### src/mss_defines.svh
`ifndef MSS_DEFINES_SVH
`define MSS_DEFINES_SVH

// value and counter widths
`define MSS_VALUE_W         12
`define MSS_FLASH_CNT_W     26

// switch encodings
`define MSS_LOCK_MANUAL     3'h2
`define MSS_LOCK_EDGE_A     3'h3
`define MSS_LOCK_EDGE_B     3'h4
`define MSS_SRC_SERIAL_A    3'h2
`define MSS_SRC_SERIAL_B    3'h3
`define MSS_STRUCT_TWO_POS  2'h1
`define MSS_STRUCT_INT_FB   2'h2

// flash timing: one flash period is 1000 ms
`define MSS_FLASH_PERIOD_MS 1000
`define MSS_CLK_HZ          50000000
`define MSS_FLASH_PERIOD_CYC ((`MSS_CLK_HZ / 1000) * `MSS_FLASH_PERIOD_MS)
// slow pulse: off for the first tenth, on for nine tenths
`define MSS_SLOW_OFF_DIV    10
// 1:1 flash: on for the first half
`define MSS_EVEN_DIV        2

// reset value, full-scale value and default step
`define MSS_VALUE_RESET     12'h000
`define MSS_VALUE_FULL      12'hFFF
`define MSS_STEP_DEFAULT    12'h001

`endif

### src/mss_pkg.sv
`default_nettype none
`include "mss_defines.svh"

package mss_pkg;

    typedef enum logic [2:0] {
        MSS_HOLD,
        MSS_MANUAL,
        MSS_TRACK,
        MSS_BLOCK,
        MSS_SAFETY
    } mss_mode_type;

    typedef struct packed {
        logic block_up;
        logic block_down;
    } mss_block_type;

    typedef struct packed {
        logic [2:0] manual_lock_switch;
        logic       manual_track_priority_switch;
        logic [2:0] value_source_switch;
        logic [1:0] output_structure_switch;
    } mss_config_type;

    typedef struct packed {
        logic manual_indication;
        logic tracking_indication;
        logic manual_lamp;
        logic external_value_lamp;
    } mss_signal_type;

    typedef struct packed {
        mss_mode_type                  mode;
        logic [`MSS_VALUE_W-1:0]       y;
        logic                          front_manual;
        logic                          key_prev;
        logic                          ext_prev;
        mss_signal_type                sig;
        logic [`MSS_FLASH_CNT_W-1:0]   flash_cnt;
    } mss_state_type;

endpackage

`default_nettype wire

### src/mss_mode_select.sv
`default_nettype none
`include "mss_defines.svh"

// Operation
// - where a controller would run automatic, this station holds the output instead; other modes act as usual.
// - entering hold keeps the last active output and ignores the up and down keys.
// - with the manual lock switch at 2 the station stays in manual mode and never switches.
// - the slow-pulse lamp is off one tenth and on nine tenths; the manual lamp uses it for an external request alone.
// - the 1:1 lamp flashes evenly; the manual lamp does so in blocking or safety only while manual is requested.
// - the tracking value comes from the analog input at source 0, 1, 4, 5 and from the serial value at 2, 3.
// - with internal position feedback no external tracking value is taken and the last output is held.
// - blocking stops output moves only in the blocked direction and lets the other direction through.
// - safety drives fully open or closed on the two-position structure, else outputs the safety value.
// - with the lock switch at 3 or 4 the external manual request acts on its rising edge like the front key.
// - a newly chosen analog source starts from the output active before the change; a serial source starts from its own value.
// - with priority 1, tracking plus manual gives the manual value, both indications, flashing external lamp.
// - with priority 0, tracking plus manual gives the tracking value, both indications, manual lamp at 1:1.
module mss_mode_select #(
    parameter logic [`MSS_FLASH_CNT_W-1:0] FLASH_PERIOD_CYC = `MSS_FLASH_CNT_W'(`MSS_FLASH_PERIOD_CYC),
    parameter logic [`MSS_VALUE_W-1:0]     STEP             = `MSS_STEP_DEFAULT
) (
    input  wire logic                       clk,
    input  wire logic                       rst_n,
    input  wire mss_pkg::mss_config_type    cfg,
    input  wire mss_pkg::mss_block_type     direction_block_inputs,
    input  wire logic                       safety_request,
    input  wire logic                       tracking_select,
    input  wire logic                       manual_request_external,
    input  wire logic                       manual_key_front,
    input  wire logic                       increase_key,
    input  wire logic                       decrease_key,
    input  wire logic [`MSS_VALUE_W-1:0]    tracking_value_analog,
    input  wire logic [`MSS_VALUE_W-1:0]    tracking_value_serial,
    input  wire logic [`MSS_VALUE_W-1:0]    safety_value,
    input  wire logic                       safety_drive_open,
    output logic [`MSS_VALUE_W-1:0]         output_value,
    output mss_pkg::mss_mode_type           active_mode,
    output mss_pkg::mss_signal_type         signals
);
    import mss_pkg::*;

    localparam logic [`MSS_FLASH_CNT_W-1:0] SLOW_OFF_CYC = `MSS_FLASH_CNT_W'(FLASH_PERIOD_CYC / `MSS_SLOW_OFF_DIV);
    localparam logic [`MSS_FLASH_CNT_W-1:0] EVEN_ON_CYC  = `MSS_FLASH_CNT_W'(FLASH_PERIOD_CYC / `MSS_EVEN_DIV);

    mss_state_type st_q;
    mss_state_type st_d;

    function automatic logic serial_source(input logic [2:0] src);
        return (src == `MSS_SRC_SERIAL_A) || (src == `MSS_SRC_SERIAL_B);
    endfunction

    logic                    lock_manual;
    logic                    edge_mode;
    logic                    ext_level;
    logic                    manual_req;
    logic                    int_fb;
    logic                    slow_on;
    logic                    even_on;
    logic [`MSS_VALUE_W-1:0] track_val;
    logic [`MSS_VALUE_W-1:0] base_val;
    logic                    man_wins;

    always_comb begin
        st_d        = st_q;
        lock_manual = cfg.manual_lock_switch == `MSS_LOCK_MANUAL;
        edge_mode   = (cfg.manual_lock_switch == `MSS_LOCK_EDGE_A) || (cfg.manual_lock_switch == `MSS_LOCK_EDGE_B);
        int_fb      = cfg.output_structure_switch == `MSS_STRUCT_INT_FB;
        ext_level   = manual_request_external && !edge_mode;
        // the flash counter runs freely so both lamp patterns share one phase
        st_d.flash_cnt = (st_q.flash_cnt >= FLASH_PERIOD_CYC - 1'b1) ? '0 : st_q.flash_cnt + 1'b1;
        slow_on     = st_q.flash_cnt >= SLOW_OFF_CYC;
        even_on     = st_q.flash_cnt < EVEN_ON_CYC;
        st_d.key_prev = manual_key_front;
        st_d.ext_prev = manual_request_external;
        // front key and, in edge mode, the external request toggle the front manual state
        if ((manual_key_front && !st_q.key_prev) ^ (edge_mode && manual_request_external && !st_q.ext_prev)) begin
            st_d.front_manual = !st_q.front_manual;
        end
        manual_req  = st_q.front_manual || ext_level;
        // serial value taken as it comes; analog source follows us on its own
        track_val   = serial_source(cfg.value_source_switch) ? tracking_value_serial : tracking_value_analog;
        man_wins    = cfg.manual_track_priority_switch;

        if (lock_manual) begin
            st_d.mode = MSS_MANUAL;
        end else if (direction_block_inputs.block_up || direction_block_inputs.block_down) begin
            st_d.mode = MSS_BLOCK;
        end else if (safety_request) begin
            st_d.mode = MSS_SAFETY;
        end else if (tracking_select && !(manual_req && man_wins)) begin
            st_d.mode = MSS_TRACK;
        end else if (manual_req) begin
            st_d.mode = MSS_MANUAL;
        end else begin
            st_d.mode = MSS_HOLD;
        end

        // value the underlying mode would produce; manual steps from st_q.y, tracking takes track_val unless int_fb holds st_q.y
        base_val = st_q.y;
        if (lock_manual || (manual_req && (man_wins || !tracking_select))) begin
            if (increase_key && !decrease_key) begin
                base_val = (st_q.y > `MSS_VALUE_FULL - STEP) ? `MSS_VALUE_FULL : st_q.y + STEP;
            end else if (decrease_key && !increase_key) begin
                base_val = (st_q.y < STEP) ? `MSS_VALUE_RESET : st_q.y - STEP;
            end
        end else if (tracking_select && !int_fb) begin
            base_val = track_val;
        end

        unique case (st_d.mode)
            MSS_HOLD: begin
                st_d.y = st_q.y;
            end
            MSS_MANUAL, MSS_TRACK: begin
                st_d.y = base_val;
            end
            MSS_BLOCK: begin
                st_d.y = base_val;
                if ((direction_block_inputs.block_up && base_val > st_q.y)
                        || (direction_block_inputs.block_down && base_val < st_q.y)) begin
                    st_d.y = st_q.y;
                end
            end
            MSS_SAFETY: begin
                if (cfg.output_structure_switch == `MSS_STRUCT_TWO_POS) begin
                    st_d.y = safety_drive_open ? `MSS_VALUE_FULL : `MSS_VALUE_RESET;
                end else begin
                    st_d.y = safety_value;
                end
            end
        endcase

        unique case (st_d.mode)
            MSS_HOLD: begin
                st_d.sig = '0;
            end
            MSS_MANUAL: begin
                st_d.sig.manual_indication   = 1'b1;
                st_d.sig.tracking_indication = tracking_select && !lock_manual;
                st_d.sig.manual_lamp         = (ext_level && !st_q.front_manual && !lock_manual) ? slow_on : 1'b1;
                st_d.sig.external_value_lamp = st_d.sig.tracking_indication && even_on;
            end
            MSS_TRACK: begin
                st_d.sig.manual_indication   = manual_req;
                st_d.sig.tracking_indication = 1'b1;
                st_d.sig.manual_lamp         = manual_req && even_on;
                st_d.sig.external_value_lamp = 1'b1;
            end
            MSS_BLOCK, MSS_SAFETY: begin
                st_d.sig.manual_indication   = st_q.sig.manual_indication;
                st_d.sig.tracking_indication = 1'b0;
                st_d.sig.manual_lamp         = manual_req && even_on;
                st_d.sig.external_value_lamp = 1'b1;
            end
        endcase
    end

    always_ff @(posedge clk or negedge rst_n) begin
        if (!rst_n) begin
            st_q <= '{mode: MSS_HOLD, y: `MSS_VALUE_RESET, default: '0};
        end else begin
            st_q <= st_d;
        end
    end

    assign output_value = st_q.y;
    assign active_mode  = st_q.mode;
    assign signals      = st_q.sig;
endmodule

`default_nettype wire

### config.mk
export PLATFORM = sky130hd
export DESIGN_NAME = mss_mode_select
export DESIGN_NICKNAME = d
export VERILOG_FILES = /design/src/mss_pkg.sv /design/src/mss_mode_select.sv
export VERILOG_INCLUDE_DIRS = /design/src
export SDC_FILE = /design/constraint.sdc
export NUM_CORES = 1
export LEC_CHECK = 0
export ABC_AREA = 1
export BUFFER_PORTS_ARGS = -buffer_cell sky130_fd_sc_hd__buf_2
export CAP_MARGIN = 15
export CELL_PAD_IN_SITES_DETAIL_PLACEMENT = 1
export CELL_PAD_IN_SITES_GLOBAL_PLACEMENT = 1
export CORE_MARGIN = 10
export CORE_UTILIZATION = 37
export DETAILED_ROUTE_END_ITERATION = 6
export GPL_ROUTABILITY_DRIVEN = 0
export PLACE_DENSITY = 0.79
export SLEW_MARGIN = 15
export SYNTH_ARGS = -nofsm -noshare
export SYNTH_HDL_FRONTEND = slang
export SYNTH_SLANG_ARGS = --single-unit
### constraint.sdc
create_clock -name clk -period 2.8 [get_ports clk]
set_clock_uncertainty 0.1 [all_clocks]
set_input_delay 0.56 -clock clk [delete_from_list [all_inputs] [get_ports clk]]
set_output_delay 0.56 -clock clk [all_outputs]
set_load 0.05 [all_outputs]
# Word-level counts from Yosys, hierarchy flattened
# Index checks and enable logic that the tools add are counted.
[classes]
muxes = 19
n_eq_ne = 12
n_addsub = 3
magnitude_cmp = 7
bitwise = 2
reduce_logical = 38
[op_table]
columns = ["operator", "n"]
rows = [
  ["$mux W12", 10],
  ["$pmux W12 S3", 1],
  ["$add A26 B1 Y26 const B", 1],
  ["$ge A26 B23 Y1 const B", 1],
  ["$ge A26 B26 Y1 const B", 1],
  ["$lt A26 B25 Y1 const B", 1],
  ["$mux W26", 1],
  ["$eq A3 B2 Y1 const B", 6],
  ["$logic_and A1 B1 Y1", 17],
  ["$pmux W4 S4", 1],
  ["$add A12 B1 Y12 const B", 1],
  ["$gt A12 B12 Y1", 1],
  ["$gt A12 B12 Y1 const B", 1],
  ["$lt A12 B1 Y1 const B", 1],
  ["$lt A12 B12 Y1", 1],
  ["$sub A12 B1 Y12 const B", 1],
  ["$logic_not A1 Y1", 10],
  ["$mux W3", 3],
  ["$logic_or A1 B1 Y1", 7],
  ["$eq A3 B3 Y1 const B", 2],
  ["$reduce_or A2 Y1", 2],
  ["$eq A3 B1 Y1 const B", 1],
  ["$logic_not A3 Y1", 1],
  ["$eq A2 B1 Y1 const B", 1],
  ["other kinds (7)", 8],
]
[word_totals]
register_bits = 48

# Depth between registers and ports, before layout
[logic_depth]
ltp_word = 15
ltp_mapped = 28
mapped_depth_nobuf = 27

# Worst setup path before layout
# Ideal clock, no wire load.
[synth_timing]
path_type = "register to register"
from = "register st_q, in the netlist output_value[0]"
to = "register st_q, in the netlist output_value[6]"
path_slack_ns = -0.274
t_arrival_ns = 2.857
setup_time_ns = 0.117
t_required_ns = 2.583
path_buffers = 2
stages_incl_launch_ff = 26
cell_sequence = "dfrtp_1 > inv_1 > ha_1 > nand3_1 > nor2_1 > nand3_2 > buf_6 > nand3_1 > nand2_1 > nand3_1 > nand2_1 > ha_1 > nand2_1 > nor2_1 > nand2_1 > nor2_2 > nand2_1 > nand3_1 > nand2_1 > nand2_1 > nor2_4 > nor2_4 > inv_4 > buf_12 > nand2_2 > nand2_1"
[synth_via]
elab_chain_cells = 10
elab_cells_between_ends = 19
[synth_lines]
columns = ["item", "line", "rtl"]
rows = [
  ["start: declaration", "mss_mode_select.sv:45", "mss_state_type st_q;"],
  ["start signal: assignment", "mss_mode_select.sv:162", "st_q <= st_d;"],
  ["$sub A12 B1 Y12 or $lt A12 B1 Y1 (tied branches)", "mss_mode_select.sv:104", "base_val = (st_q.y < STEP) ? `MSS_VALUE_RESET : st_q.y - STEP;"],
  ["$mux W12", "mss_mode_select.sv:104", ""],
  ["$mux W12", "mss_mode_select.sv:103", "end else if (decrease_key && !increase_key) begin"],
  ["$mux W12", "mss_mode_select.sv:101", "if (increase_key && !decrease_key) begin"],
  ["$mux W12", "mss_mode_select.sv:100", "if (lock_manual || (manual_req && (man_wins || !tracking_select))) begin"],
  ["$gt A12 B12 Y1 or $lt A12 B12 Y1 (tied branches)", "mss_mode_select.sv:119, mss_mode_select.sv:120", ""],
  ["$logic_and A1 B1 Y1 (on tied branches)", "mss_mode_select.sv:119, mss_mode_select.sv:120", ""],
  ["$logic_or A1 B1 Y1", "mss_mode_select.sv:120", "|| (direction_block_inputs.block_down && base_val < st_q.y)) begin"],
  ["$ne A2 B2 Y1 (no source line)", "-", ""],
  ["$reduce_and A2 Y1 (no source line)", "-", ""],
]
# Parallel ways exist; a longest one is shown, timed or not. The select of a mux whose other input is x is not followed.
# A chain may end at the register's enable or synchronous reset.

# Worst setup path after layout
[layout_timing]
from = "register st_q, in the netlist output_value[1]"
to = "register st_q, in the netlist output_value[11]"
# Same word-level chain as after synthesis.

==> impl_metrics.env <==
export IMPL_period_needed_ns=3.52
export IMPL_gr_total_overflow=0
export IMPL_hold_violations=0
export IMPL_status="finished, violations left"
export IMPL_critPathLaunchType="flop"
export IMPL_cts_buffers=5
export IMPL_placement_io_buffers=73
export IMPL_maxCapViolCount=0
export IMPL_synth_fp_nets=744
export IMPL_cts_sinks=48
export IMPL_viasPerCell=5.65
export IMPL_finalInstanceArea_mm2=0.00611
export IMPL_rows=39
export IMPL_final_common_cell="nand2_1"
export IMPL_drive_above_1_share_pct=38.5
export IMPL_cts_tree="built"
export IMPL_power_frac_seq_pct=17.5
export IMPL_cp_data_required_time_ns=2.93
export IMPL_synth_area_mm2=0.00442
export IMPL_finalCritPeriodShare_pct=126
export IMPL_p_leak_uw=0.00309
export IMPL_htreeDepth=2
export IMPL_r2r_setup_slack_ns=-0.72
export IMPL_combPwrFrac_pct=69.8
export IMPL_clkPwrFrac_pct=12.7
export IMPL_synth_cells=671
export IMPL_fin_ws_ns=-0.716
export IMPL_ys_warn_count=0
export IMPL_io_pins=75
export IMPL_peakVddDrop_mv=0.381
export IMPL_path_clk_slew_ns=0.07
export IMPL_place_area_mm2=0.00546
export IMPL_cp_data_arrival_time_ns=3.65
export IMPL_syn2layout_area_growth_pct=38.4
export IMPL_num_vias=5449
export IMPL_intPower_uw=2760
export IMPL_start_util_pct=38.2
export IMPL_hold_path_class="primary input to async pin"
export IMPL_final_cell_mix="nand2_1 (157), buf_4 (101), nor2_1 (78)"
export IMPL_cp_end_kind="flop"
export IMPL_drt_iter0_markers=534
export IMPL_dr_pass1_iters=5
export IMPL_path_max_fanout=8
export IMPL_dieWidth_um=129
export IMPL_power_density_mw_per_mm2=925
export IMPL_place_inst=940
export IMPL_die_area_mm2=0.0167
export IMPL_clockBufferDepth=2
export IMPL_synth_avg_cell_area_um2=6.58
export IMPL_p_sw_uw=2900
export IMPL_synth_distinct_cells=40
export IMPL_hpwl_um=12900
export IMPL_insertion_delay_ns=0.29
export IMPL_antenna_found_initial=0
export IMPL_grt_pass1_wl_um=27900
export IMPL_grt_usage_pct=20.5
export IMPL_route_detailed_drc=0
export IMPL_nets=893
export IMPL_layout_cells_non_filler=964
export IMPL_routedWlPerCell_um=20.6
export IMPL_path_class="flop to flop"
export IMPL_ys_ff_latch=48
export IMPL_grt_max_degree=26
export IMPL_violations="negative setup slack"
export IMPL_grt_pass1_vias=5583
export IMPL_n_antenna_cell=0
export IMPL_max_slew_margin_rel_pct=59.6
export IMPL_rsz0062_at_grt="true"
export IMPL_fmax_ghz=0.284
export IMPL_fin_util_pct=52.9
export IMPL_slew_viol_final=0
export IMPL_die_height_um=129
export IMPL_switching_share_pct=51.2
export IMPL_cts_root_buf="clkbuf_16"
export IMPL_tightestPinTransition_ns=0.606
export IMPL_fp_coreArea_mm2=0.0116
export IMPL_setup_viol=12
export IMPL_synth_seq_area_share_pct=27.2
export IMPL_drtAntennaViolNets=0
export IMPL_drt_total_wl_um=19800
cell usage after synthesis:
master    number  area [µm²]
nor4_1         7        43.8
clkinv_1       2        7.51
nor2_4         4        45.0
a21o_1         1        7.51
nor2_1        86         323
nand4_2        1        12.5
inv_4          1        6.26
nand3_4        1        17.5
a21oi_1       16        80.1
o21ai_2        1        8.76
inv_1         64         240
o21ai_0       23         115
or2_2          2        12.5
ha_1          17         213
buf_4         23         173
o21bai_1       2        15.0
nand3_1       69         345
a31oi_1        2        12.5
nand2_1      180         676
nor2_2        11        68.8
nor3_1        10        50.1
o211ai_1       1        7.51
nor3b_1        1        7.51
xnor2_1        3        26.3
inv_2          4        15.0
nand2_2       15        93.8
buf_6          4        45.0
o31ai_1        1        7.51
nand4_1       15        93.8
o22ai_1       11        68.8
nand3_2        4        40.0
nand3b_1       1        7.51
dfrtp_1       48        1200
nand3b_4       1        20.0
buf_12         1        20.0
xor2_1        22         193
o211ai_2       1        12.5
clkbuf_1       7        26.3
nand2_4        3        33.8
buf_2          5        25.0
power by group through the flow:
stage	Clock, µW	Combinational [µW]	Sequential, µW
finish	718	3950	987
global route	750	4160	998
CTS	716	3350	967
detailed placement	0	2990	971
global placement	0	2850	960
floorplan	0	1980	919
area by class of cell:
cell class / count / area (µm²)
fillers: 1481 / 5450
well taps: 143 / 179
repair buffers: 182 / 1260
clock inverters: 3 / 46.3
flip-flops and latches: 48 / 1200
clock buffers: 5 / 125
multi-input cells: 512 / 3020
inverters: 71 / 284
final timing paths:
kind,startpoint,end,depth (start not counted)
min in group clk,manual_key_front,st_q[31]$_DFF_PN0_,1
setup / recovery,output_value[1]$_DFFE_PN0P_,output_value[11]$_DFFE_PN0P_,24
hold / removal,rst_n,st_q[21]$_DFF_PN0_,1
setup reg to reg,output_value[1]$_DFFE_PN0P_,output_value[11]$_DFFE_PN0P_,24
hold reg to reg,st_q[0]$_DFF_PN0_,st_q[0]$_DFF_PN0_,1
max in group asynchronous,rst_n,output_value[5]$_DFFE_PN0P_,2
worst max-delay path, stage by stage, from the launching register on:
cell and delay [ns]:
dfrtp_2 0.50, inv_2 0.12, ha_4 0.15, nand3_4 0.11, nor2_4 0.22, nand3_4 0.18, nand3_2 0.12, nand2_1 0.09
nand2_1 0.13, nand2_1 0.08, ha_1 0.31, nand2_1 0.10, nor2_4 0.10, nand2_2 0.07, nor2_4 0.15, nand3_2 0.10
nand2_2 0.07, nand2_1 0.06, nand2_2 0.07, nor2_4 0.04, nor2_4 0.15, buf_12 0.15, buf_12 0.13, nand3_4 0.07
nand2_2 0.07
flip-flops by register name, summed over array words and instances, names as in the netlist:
name	flops
active_mode	3
output_value	12
signals	4
st_q	29
cells by family after synthesis:
group	after synthesis	synth area share, %
buf+inv	111	12.6
simple gates	411	42.8
fa+ha+maj	17	4.82
flops	48	27.2
xor+xnor	25	4.96
compound gates	59	7.59
timing repair:
action | CTS | global route
hold buffers | 0 | 0
gates resized for setup | 34 | 53
pin swaps | 14 | 27
cloned | 1 | 0
setup endpoints to repair | 12 | 12
setup buffers | 7 | 10
metal layers:
layer,vias up,part of all wire (%),GRT usage [%]
li1,2440,-,-
met1,2643,41,25.2
met2,287,48,35.0
met3,79,7.4,3.92
met4,0,4.0,7.42
met5,-,0,0
through the flow:
step | hold WS (ns) | power [µW] | setup WS, ns | TNS (ns)
2_1_floorplan | 0.164 | 2900 | -0.0704 | -0.683
3_3_place_gp | 0.383 | 3810 | -0.432 | -5.07
3_5_place_dp | 0.397 | 3970 | -0.590 | -6.91
4_1_cts | 0.173 | 5030 | -0.388 | -4.47
5_1_grt | 0.205 | 5910 | -0.854 | -9.83
6_report | 0.165 | 5650 | -0.716 | -8.32
No activity file was read; power rests on OpenSTA's default activity.
